**config.mk**
```make
export PLATFORM = sky130hd
export DESIGN_NAME = rsfm_regs
export DESIGN_NICKNAME = d
export VERILOG_FILES = /design/src/logic/rsfm_pkg.sv /design/src/logic/rsfm_fault_merge.sv /design/src/logic/rsfm_regs.sv /design/src/logic/rsfm_sync.sv
export SDC_FILE = /design/constraint.sdc
export NUM_CORES = 1
export LEC_CHECK = 0
export BUFFER_PORTS_ARGS = -buffer_cell sky130_fd_sc_hd__buf_2
export CAP_MARGIN = 20
export CELL_PAD_IN_SITES_DETAIL_PLACEMENT = 0
export CELL_PAD_IN_SITES_GLOBAL_PLACEMENT = 1
export CORE_ASPECT_RATIO = 0.7
export CORE_UTILIZATION = 34
export CTS_BUF_LIST = sky130_fd_sc_hd__clkbuf_16
export DETAILED_ROUTE_END_ITERATION = 12
export PLACE_DENSITY = 0.79
export SETUP_SLACK_MARGIN = 0.05
export SKIP_CTS_REPAIR_TIMING = 1
export SYNTH_ARGS = -nofsm -noshare
export SYNTH_HDL_FRONTEND = slang
export SYNTH_HIERARCHICAL = 1
export SYNTH_SLANG_ARGS = --single-unit
```
**constraint.sdc**
```tcl
create_clock -name i_core_clk -period 2.05 [get_ports i_core_clk]
set_input_delay 0 -clock i_core_clk [delete_from_list [all_inputs] [get_ports i_core_clk]]
set_output_delay 0 -clock i_core_clk [all_outputs]
set_load 0.01 [all_outputs]
```
**src/logic/rsfm_pkg.sv**
```systemverilog
// constants shared by the regulator sleep, fault mask and fuse registers
package rsfm_pkg;

  // ---------------------------------------------------------------
  // register map: byte address is four times the register index
  // ---------------------------------------------------------------
  localparam int unsigned ADDR_W        = 10;
  localparam int unsigned DATA_W        = 32;
  localparam int unsigned REG_W         = 16;
  localparam logic [7:0]  IDX_REG4_LP   = 8'hd3;
  localparam logic [7:0]  IDX_FLT_MASK  = 8'hd7;
  localparam logic [7:0]  IDX_BG_FUSE   = 8'hd8;
  localparam logic [7:0]  IDX_OSC_FUSE  = 8'hd9;
  localparam logic [1:0]  IDX_SHIFT_PAD = 2'h0;

  // ---------------------------------------------------------------
  // reg4_low_power_config fields
  // ---------------------------------------------------------------
  localparam int unsigned ACTION_LSB    = 12;
  localparam int unsigned TRIGGER_LSB   = 8;
  localparam int unsigned VCODE_LSB     = 0;
  localparam logic [1:0]  ACTION_IMAGE  = 2'h0;
  localparam logic [1:0]  ACTION_OFF    = 2'h1;
  localparam logic [1:0]  ACTION_RST    = 2'h0;
  localparam logic [1:0]  TRIG_RST      = 2'h0;
  localparam logic [4:0]  VCODE_RST     = 5'h1c;

  typedef enum logic [1:0] {
    RSFM_TRIG_REG_BIT,
    RSFM_TRIG_PIN_ONE,
    RSFM_TRIG_PIN_TWO,
    RSFM_TRIG_PIN_THREE
  } rsfm_trigger_type;

  // ---------------------------------------------------------------
  // supply_fault_masks fields; fault vector is
  // {limit switch, reg4..reg1, buck6..buck1}
  // ---------------------------------------------------------------
  localparam int unsigned FAULT_N       = 11;
  localparam int unsigned LS_MASK_BIT   = 15;
  localparam int unsigned REG_MASK_LSB  = 8;
  localparam int unsigned BUCK_MASK_LSB = 0;
  localparam logic [15:0] MASK_RST      = 16'h0000;
  localparam logic [15:0] MASK_WMASK    = 16'h8f3f;

  // ---------------------------------------------------------------
  // fuse control registers
  // ---------------------------------------------------------------
  localparam int unsigned FUSE_BIT      = 15;
  localparam logic        FUSE_RST      = 1'b0;
  localparam int unsigned SYNC_STAGES   = 2;

endpackage : rsfm_pkg

```
**src/logic/rsfm_fault_merge.sv**
```systemverilog
// gates synchronised fault levels by their masks onto the fault line
`timescale 1ns/10ps

module rsfm_fault_merge
#(
  parameter int unsigned FAULT_N = rsfm_pkg::FAULT_N
)
(
  // clock and reset
  input  wire logic               i_core_clk,
  input  wire logic               i_reset,
  // faults and masks, a set mask bit blocks its source
  input  wire logic [FAULT_N-1:0] i_fault,
  input  wire logic [FAULT_N-1:0] i_mask,
  // active low supply fault
  output logic                    o_supply_fault_n
);

  logic fault_n_q;
  wire  any_unmasked = |(i_fault & ~i_mask);

  // the line idles high so a reset never reports a false fault
  always_ff @(posedge i_core_clk)
  begin
    if (i_reset)
      fault_n_q <= 1'b1;
    else
      fault_n_q <= ~any_unmasked;
  end

  assign o_supply_fault_n = fault_n_q;

endmodule // rsfm_fault_merge

```
**src/logic/rsfm_regs.sv**
```systemverilog
// regulator sleep, supply fault mask and trim fuse register bank
//
// How it works
// - action 00 moves reg4 to its image voltage, 01 switches it off.
// - trigger 00 uses hibernate bit, 01..11 use low-power pins one..three.
// - five-bit image voltage code, 50mV then 100mV steps, resets to 11100.
// - action and trigger fields restore defaults on the state machine reset.
// - mask bit 15 gates the limit switch fault onto the fault line.
// - mask bits 11..8 gate faults of regulators four..one.
// - mask bits 5..0 gate faults of bucks six..one.
// - mask 0 passes, 1 blocks; all masks clear on state machine reset.
// - bandgap bit 15 powers the bandgap trim fuses while set.
// - the oscillator bit ignores writes while the key is locked.
//
// Design decision made here: the Wishbone slave port.
`timescale 1ns/10ps

module rsfm_regs
#(
  parameter int unsigned FAULT_N = rsfm_pkg::FAULT_N
)
(
  // clock and resets
  input  wire logic                         i_core_clk,
  input  wire logic                         i_reset,
  input  wire logic                         i_psm_reset,
  // wishbone slave
  input  wire logic                         i_wb_cyc,
  input  wire logic                         i_wb_stb,
  input  wire logic                         i_wb_we,
  input  wire logic [rsfm_pkg::ADDR_W-1:0]  i_wb_adr,
  input  wire logic [3:0]                   i_wb_sel,
  input  wire logic [rsfm_pkg::DATA_W-1:0]  i_wb_dat,
  output logic      [rsfm_pkg::DATA_W-1:0]  o_wb_dat,
  output logic                              o_wb_ack,
  // sleep sources, the pins are asynchronous
  input  wire logic                         i_hibernate_bit,
  input  wire logic                         i_low_power_pin_one,
  input  wire logic                         i_low_power_pin_two,
  input  wire logic                         i_low_power_pin_three,
  // security key state, same clock
  input  wire logic                         i_key_unlocked,
  // asynchronous fault levels {limit switch, reg4..1, buck6..1}
  input  wire logic [FAULT_N-1:0]           i_fault,
  // regulator 4 sleep control
  output logic                              o_reg4_sleep,
  output logic                              o_reg4_sleep_off,
  output logic                              o_reg4_sleep_image,
  output logic      [4:0]                   o_reg4_sleep_voltage_code,
  // trim fuses
  output logic                              o_bandgap_fuse_current,
  output logic                              o_bandgap_trim_load,
  output logic                              o_oscillator_fuse_current,
  output logic                              o_oscillator_trim_load,
  // supply fault, active low
  output logic                              o_supply_fault_n
);

  // ---------------------------------------------------------------
  // functions
  // ---------------------------------------------------------------
  function automatic logic [FAULT_N-1:0] mask_vector(
    input logic [15:0] r
  );
    mask_vector = {r[rsfm_pkg::LS_MASK_BIT],
                   r[rsfm_pkg::REG_MASK_LSB +: 4],
                   r[rsfm_pkg::BUCK_MASK_LSB +: 6]};
  endfunction

  // byte-lane merge of a 16-bit register under sel and a writable mask
  function automatic logic [15:0] lane_merge(
    input logic [15:0] old_v,
    input logic [15:0] new_v,
    input logic [1:0]  sel,
    input logic [15:0] wmask
  );
    logic [15:0] lanes;
    lanes      = {{8{sel[1]}}, {8{sel[0]}}} & wmask;
    lane_merge = (old_v & ~lanes) | (new_v & lanes);
  endfunction

  // ---------------------------------------------------------------
  // bus decode
  // ---------------------------------------------------------------
  logic                             ack_q;
  logic [rsfm_pkg::DATA_W-1:0]      rdat_q;
  wire  [7:0] idx      = i_wb_adr[rsfm_pkg::ADDR_W-1:2];
  wire        aligned  = i_wb_adr[1:0] == rsfm_pkg::IDX_SHIFT_PAD;
  wire        req      = i_wb_cyc && i_wb_stb && !ack_q;
  wire        wr       = req && i_wb_we;
  wire        hit_lp   = aligned && idx == rsfm_pkg::IDX_REG4_LP;
  wire        hit_mask = aligned && idx == rsfm_pkg::IDX_FLT_MASK;
  wire        hit_bg   = aligned && idx == rsfm_pkg::IDX_BG_FUSE;
  wire        hit_osc  = aligned && idx == rsfm_pkg::IDX_OSC_FUSE;
  wire [1:0]  sel16    = i_wb_sel[1:0];
  wire [15:0] wdat16   = i_wb_dat[15:0];

  // ---------------------------------------------------------------
  // registers
  // ---------------------------------------------------------------
  logic [1:0]  action_q;
  logic [1:0]  trigger_q;
  logic [4:0]  vcode_q;
  logic [15:0] mask_q;
  logic        bg_fuse_q;
  logic        osc_fuse_q;

  wire [15:0] lp_view = {2'h0, action_q, 2'h0, trigger_q, 3'h0, vcode_q};
  wire [15:0] lp_wmask = 16'h331f;
  wire [15:0] lp_new  = lane_merge(lp_view, wdat16, sel16, lp_wmask);
  wire [15:0] mask_new =
    lane_merge(mask_q, wdat16, sel16, rsfm_pkg::MASK_WMASK);
  wire        fuse_lane = sel16[1];
  wire        bg_wr    = wr && hit_bg && fuse_lane;
  wire        osc_wr   = wr && hit_osc && fuse_lane && i_key_unlocked;

  always_ff @(posedge i_core_clk)
  begin
    if (i_reset || i_psm_reset)
    begin
      action_q  <= rsfm_pkg::ACTION_RST;
      trigger_q <= rsfm_pkg::TRIG_RST;
      mask_q    <= rsfm_pkg::MASK_RST;
    end
    else
    begin
      if (wr && hit_lp)
      begin
        action_q  <= lp_new[rsfm_pkg::ACTION_LSB +: 2];
        trigger_q <= lp_new[rsfm_pkg::TRIGGER_LSB +: 2];
      end
      if (wr && hit_mask)
        mask_q <= mask_new;
    end
  end

  // the voltage code and fuse bits follow only the plain reset
  always_ff @(posedge i_core_clk)
  begin
    if (i_reset)
    begin
      vcode_q    <= rsfm_pkg::VCODE_RST;
      bg_fuse_q  <= rsfm_pkg::FUSE_RST;
      osc_fuse_q <= rsfm_pkg::FUSE_RST;
    end
    else
    begin
      if (wr && hit_lp)
        vcode_q <= lp_new[rsfm_pkg::VCODE_LSB +: 5];
      if (bg_wr)
        bg_fuse_q <= wdat16[rsfm_pkg::FUSE_BIT];
      if (osc_wr)
        osc_fuse_q <= wdat16[rsfm_pkg::FUSE_BIT];
    end
  end

  // ---------------------------------------------------------------
  // read data and acknowledge; unmapped addresses read zero
  // ---------------------------------------------------------------
  wire [15:0] rd16 =
    hit_lp   ? lp_view :
    hit_mask ? mask_q :
    hit_bg   ? {bg_fuse_q, 15'h0000} :
    hit_osc  ? {osc_fuse_q, 15'h0000} : 16'h0000;

  always_ff @(posedge i_core_clk)
  begin
    if (i_reset)
    begin
      ack_q  <= 1'b0;
      rdat_q <= '0;
    end
    else
    begin
      ack_q  <= req;
      rdat_q <= req ? {16'h0000, rd16} : '0;
    end
  end

  assign o_wb_ack = ack_q;
  assign o_wb_dat = rdat_q;

  // ---------------------------------------------------------------
  // sleep selection
  // ---------------------------------------------------------------
  logic [2:0] pins_s;

  rsfm_sync #(.WIDTH(3)) u_pin_sync
  (
    .i_core_clk (i_core_clk),
    .i_reset    (i_reset),
    .i_async    ({i_low_power_pin_three, i_low_power_pin_two,
                  i_low_power_pin_one}),
    .o_sync     (pins_s)
  );

  rsfm_pkg::rsfm_trigger_type trig_e;
  logic sleep_sel;
  assign trig_e = rsfm_pkg::rsfm_trigger_type'(trigger_q);

  always_comb
  begin
    case (trig_e)
      rsfm_pkg::RSFM_TRIG_REG_BIT:   sleep_sel = i_hibernate_bit;
      rsfm_pkg::RSFM_TRIG_PIN_ONE:   sleep_sel = pins_s[0];
      rsfm_pkg::RSFM_TRIG_PIN_TWO:   sleep_sel = pins_s[1];
      rsfm_pkg::RSFM_TRIG_PIN_THREE: sleep_sel = pins_s[2];
      default:                       sleep_sel = 1'b0;
    endcase
  end

  // reserved action codes keep the regulator at its normal setting
  wire go_off   = sleep_sel && action_q == rsfm_pkg::ACTION_OFF;
  wire go_image = sleep_sel && action_q == rsfm_pkg::ACTION_IMAGE;

  logic sleep_q;
  logic off_q;
  logic image_q;
  logic [4:0] vout_q;

  always_ff @(posedge i_core_clk)
  begin
    if (i_reset)
    begin
      sleep_q <= 1'b0;
      off_q   <= 1'b0;
      image_q <= 1'b0;
      vout_q  <= rsfm_pkg::VCODE_RST;
    end
    else
    begin
      sleep_q <= sleep_sel;
      off_q   <= go_off;
      image_q <= go_image;
      vout_q  <= vcode_q;
    end
  end

  assign o_reg4_sleep              = sleep_q;
  assign o_reg4_sleep_off          = off_q;
  assign o_reg4_sleep_image        = image_q;
  assign o_reg4_sleep_voltage_code = vout_q;

  // ---------------------------------------------------------------
  // fuse current follows each bit while set, trim load pulses on its falling edge
  // ---------------------------------------------------------------
  logic bg_prev_q;
  logic osc_prev_q;
  logic bg_load_q;
  logic osc_load_q;
  logic bg_cur_q;
  logic osc_cur_q;

  always_ff @(posedge i_core_clk)
  begin
    if (i_reset)
    begin
      bg_prev_q  <= 1'b0;
      osc_prev_q <= 1'b0;
      bg_load_q  <= 1'b0;
      osc_load_q <= 1'b0;
      bg_cur_q   <= 1'b0;
      osc_cur_q  <= 1'b0;
    end
    else
    begin
      bg_prev_q  <= bg_fuse_q;
      osc_prev_q <= osc_fuse_q;
      bg_load_q  <= bg_prev_q && !bg_fuse_q;
      osc_load_q <= osc_prev_q && !osc_fuse_q;
      bg_cur_q   <= bg_fuse_q;
      osc_cur_q  <= osc_fuse_q;
    end
  end

  assign o_bandgap_fuse_current    = bg_cur_q;
  assign o_bandgap_trim_load       = bg_load_q;
  assign o_oscillator_fuse_current = osc_cur_q;
  assign o_oscillator_trim_load    = osc_load_q;

  // ---------------------------------------------------------------
  // supply fault line
  // ---------------------------------------------------------------
  logic [FAULT_N-1:0] fault_s;
  wire  [FAULT_N-1:0] mask_v = mask_vector(mask_q);

  rsfm_sync #(.WIDTH(FAULT_N)) u_fault_sync
  (
    .i_core_clk (i_core_clk),
    .i_reset    (i_reset),
    .i_async    (i_fault),
    .o_sync     (fault_s)
  );

  rsfm_fault_merge #(.FAULT_N(FAULT_N)) u_fault_merge
  (
    .i_core_clk       (i_core_clk),
    .i_reset          (i_reset),
    .i_fault          (fault_s),
    .i_mask           (mask_v),
    .o_supply_fault_n (o_supply_fault_n)
  );

  wire [FAULT_N-1:0] live = i_fault & ~mask_v;
endmodule // rsfm_regs

```
**src/logic/rsfm_sync.sv**
```systemverilog
// two-flop synchroniser for a vector of independent levels
`timescale 1ns/10ps

module rsfm_sync
#(
  parameter int unsigned WIDTH = 1
)
(
  // clock and reset
  input  wire logic             i_core_clk,
  input  wire logic             i_reset,
  // levels
  input  wire logic [WIDTH-1:0] i_async,
  output logic      [WIDTH-1:0] o_sync
);

  logic [WIDTH-1:0] meta_q;
  logic [WIDTH-1:0] sync_q;

  // meta_q is read only by sync_q
  always_ff @(posedge i_core_clk)
  begin
    if (i_reset)
    begin
      meta_q <= '0;
      sync_q <= '0;
    end
    else
    begin
      meta_q <= i_async;
      sync_q <= meta_q;
    end
  end

  assign o_sync = sync_q;

endmodule // rsfm_sync

```
==> results.toml <==
[status]
status = "finished clean"

[power]
total_leakage_power_nw = 1.74
p_sw_mw = 0.703
clkPwrFrac_pct = 48.4
p_int_mw = 2.70
p_per_area_nw_per_um2 = 875
p_sw_share_pct = 20.7
seqPwrFrac_pct = 45.1
max-vdd-ir-drop_v = 0.000385
power_frac_comb_pct = 6.5

[detailed_routing]
drt_pass1_iterations = 4
dr_wl_met2_mm = 2.70
dr_wl_met3_um = 334
met1Wirelength_mm = 2.96
top_layer = "met4"
drtIter0Drc = 101
drtAntennaViolNets = 0
viasPerCell = 4.30
drc = 0
dr_total_vias = 2087
wirelength_mm = 6.05
wl_per_cell_um = 12.5

[cells_and_area]
layout_common_cells = "77 x dfxtp_1, 73 x buf_2, 29 x mux2i_1, 26 x nand2_1, 25 x dlygate4sd3_1"
area_delta_synth_final_pct = 32.7
drive_above_1_share_pct = 30.7
nFillCells = 783
fin_nets = 448
antenna_cells = 0
mostFrequentLayoutCell = "dfxtp_1"

[floorplanning]
die_x_um = 113
die_area_um2 = 8990
std_cell_rows = 27
core-area_um2 = 8110
ios = 114
start_util_pct = 36.1
chipHeight_um = 79.6

[synthesis]
avgSynthCellArea_um2 = 10.6
synthCells = 276
yosysWarningCount = 6
seq_area_frac_synth_pct = 52.6
ys_ff_latch = 77
yosys.cell_types.count = 35
netlist_area_um2 = 2930

[worst_setup_path]
crit_path_end_kind = "flop"
cp_cell_sequence = "nand4b_1 -> buf_4 -> or4_4 -> mux2i_1"
cp_max_fo = 6
crit_path_start_kind = "flop"
crit_arrival_ns = 1.73
worstSetupPathType = "reg -> reg"
critPathMaxStageDelay_ns = 0.60
crit_required_ns = 2.27
critPathSlowestCell = "or4_4"

[global_routing]
grt_pass1_wl_mm = 9.42
gr-usage-all-layers_pct = 14.3
grt_pass1_vias = 1873
gr-total-overflow = 0
grt_max_degree = 33
antenna_found_initial = 0

[timing]
hold_viol_final = 0
fin_skew_ns = 0.00407
fmax_ghz = 0.660
holdWs_ns = 0.00710
slew_headroom_pct = 57.8
rsz0062_at_grt = "false"
final.min_clock_period_ns = 1.52
drv_slew = 0
layout_worst_path_cycle_share_pct = 74.0
worstMarginPinSlew_ns = 0.630
setup_tns_ns = 0
setup_viol = 0

[clock_network]
h-tree-depth = 3
numCtsBuffers = 9
cts_tree = "done"
clock_path_buffers = 2
clkLatencyLatePin_ns = 0.33
clk_pin_slew_ns = 0.06
cts_sinks = 77
clockRootBuffer = "clkbuf_16"

[flow_run]
maxCapViolations = 0

[placed_design]
io_buffers = 73
dpl.hpwl_mm = 4.30
gp_congestion = 0.746

[min_path]
hold_class = "in -> reg"
## layer usage
layer | up-vias | GRT usage [%]
met1 | 935 | 19.1
li1 | 1077 | -
met3 | 7 | 6.76
met2 | 68 | 20.4
met5 | - | 0
met4 | 0 | 3.55
## power groups by stage
| stage | sequential, mW | combinational (mW) | clock, mW |
|---|---|---|---|
| global placement | 1.57 | 0.182 | 0 |
| global route | 1.54 | 0.245 | 1.77 |
| finish | 1.53 | 0.220 | 1.65 |
| detailed placement | 1.57 | 0.183 | 0 |
| floorplan | 1.57 | 0.132 | 0 |
| CTS | 1.53 | 0.184 | 1.69 |
## cell type report
cell class / count / area, µm² / area share (%)
Sequential cell: 77 / 1540 / 39.7
Multi-Input combinational cell: 171 / 1180 / 30.4
Timing Repair Buffer: 104 / 661 / 17.0
Clock buffer: 9 / 225 / 5.80
Tap cell: 101 / 126 / 3.25
Clock inverter: 6 / 88.8 / 2.29
Inverter: 17 / 63.8 / 1.64
## synthesized netlist by cell type
cell	n	area, µm²
nand2b_1	10	62.6
or4bb_1	1	11.3
dfxtp_1	77	1540
or2_2	2	12.5
conb_1	1	3.75
or4b_4	1	13.8
nor3b_1	3	22.5
nor4_4	3	63.8
buf_4	19	143
nand4bb_1	1	11.3
nor3_1	3	15.0
o2111ai_1	1	8.76
nand3b_1	1	7.51
inv_1	17	63.8
o22ai_1	3	18.8
mux2_1	1	11.3
nand2_1	26	97.6
and3_1	2	12.5
buf_6	4	45.0
nand4b_1	5	43.8
nor2_1	15	56.3
nand3_1	2	10.0
or4_1	1	7.51
and2b_1	2	15.0
or3b_2	1	8.76
or4_4	1	11.3
a21o_1	1	7.51
nor4_1	3	18.8
nor2b_1	13	81.3
clkbuf_1	6	22.5
mux4_2	1	22.5
mux2i_1	29	290
a222oi_1	1	10.0
nor2b_2	15	131
and2_1	4	25.0
## logic make-up after synthesis
group,synth area share (%)
buf+inv,9.36
simple gates,25.3
other cells,0.128
compound gates,1.54
mux,11.1
flops,52.6
## final timing paths
kind	slack (ns)	end	cells past startpoint	startpoint
setup reg to reg	0.53	flop	4	o_wb_ack$_SDFF_PP0_
setup / recovery	0.53	flop	4	o_wb_ack$_SDFF_PP0_
hold reg to reg	0.44	u_fault_sync/o_sync[0]$_SDFF_PP0_	1	u_fault_sync/meta_q[0]$_SDFF_PP0_
hold / removal	0.007	bg_fuse_q$_SDFFE_PP0P_	3	i_wb_dat[15]
## critical path, delay by kind of cell, from the launching register on
family	cells	cell delay, ns
flops	1	0.31
simple gates	2	0.76
mux	1	0.15
buf+inv	1	0.18
## stage by stage
stage	util [%]	power (mW)	cell area [µm²]	instances	worst slack (ns)
final	47.9	3.40	3890	485	0.534
after global routing	47.9	3.55	3890	485	0.450
after CTS	44.8	3.41	3640	460	0.517
after detailed placement	41.0	1.75	3320	445	0.336
after global placement	41.0	1.75	3320	445	0.369
after floorplan	-	1.70	3000	294	0.327
(Power assumes the default switching activity.)
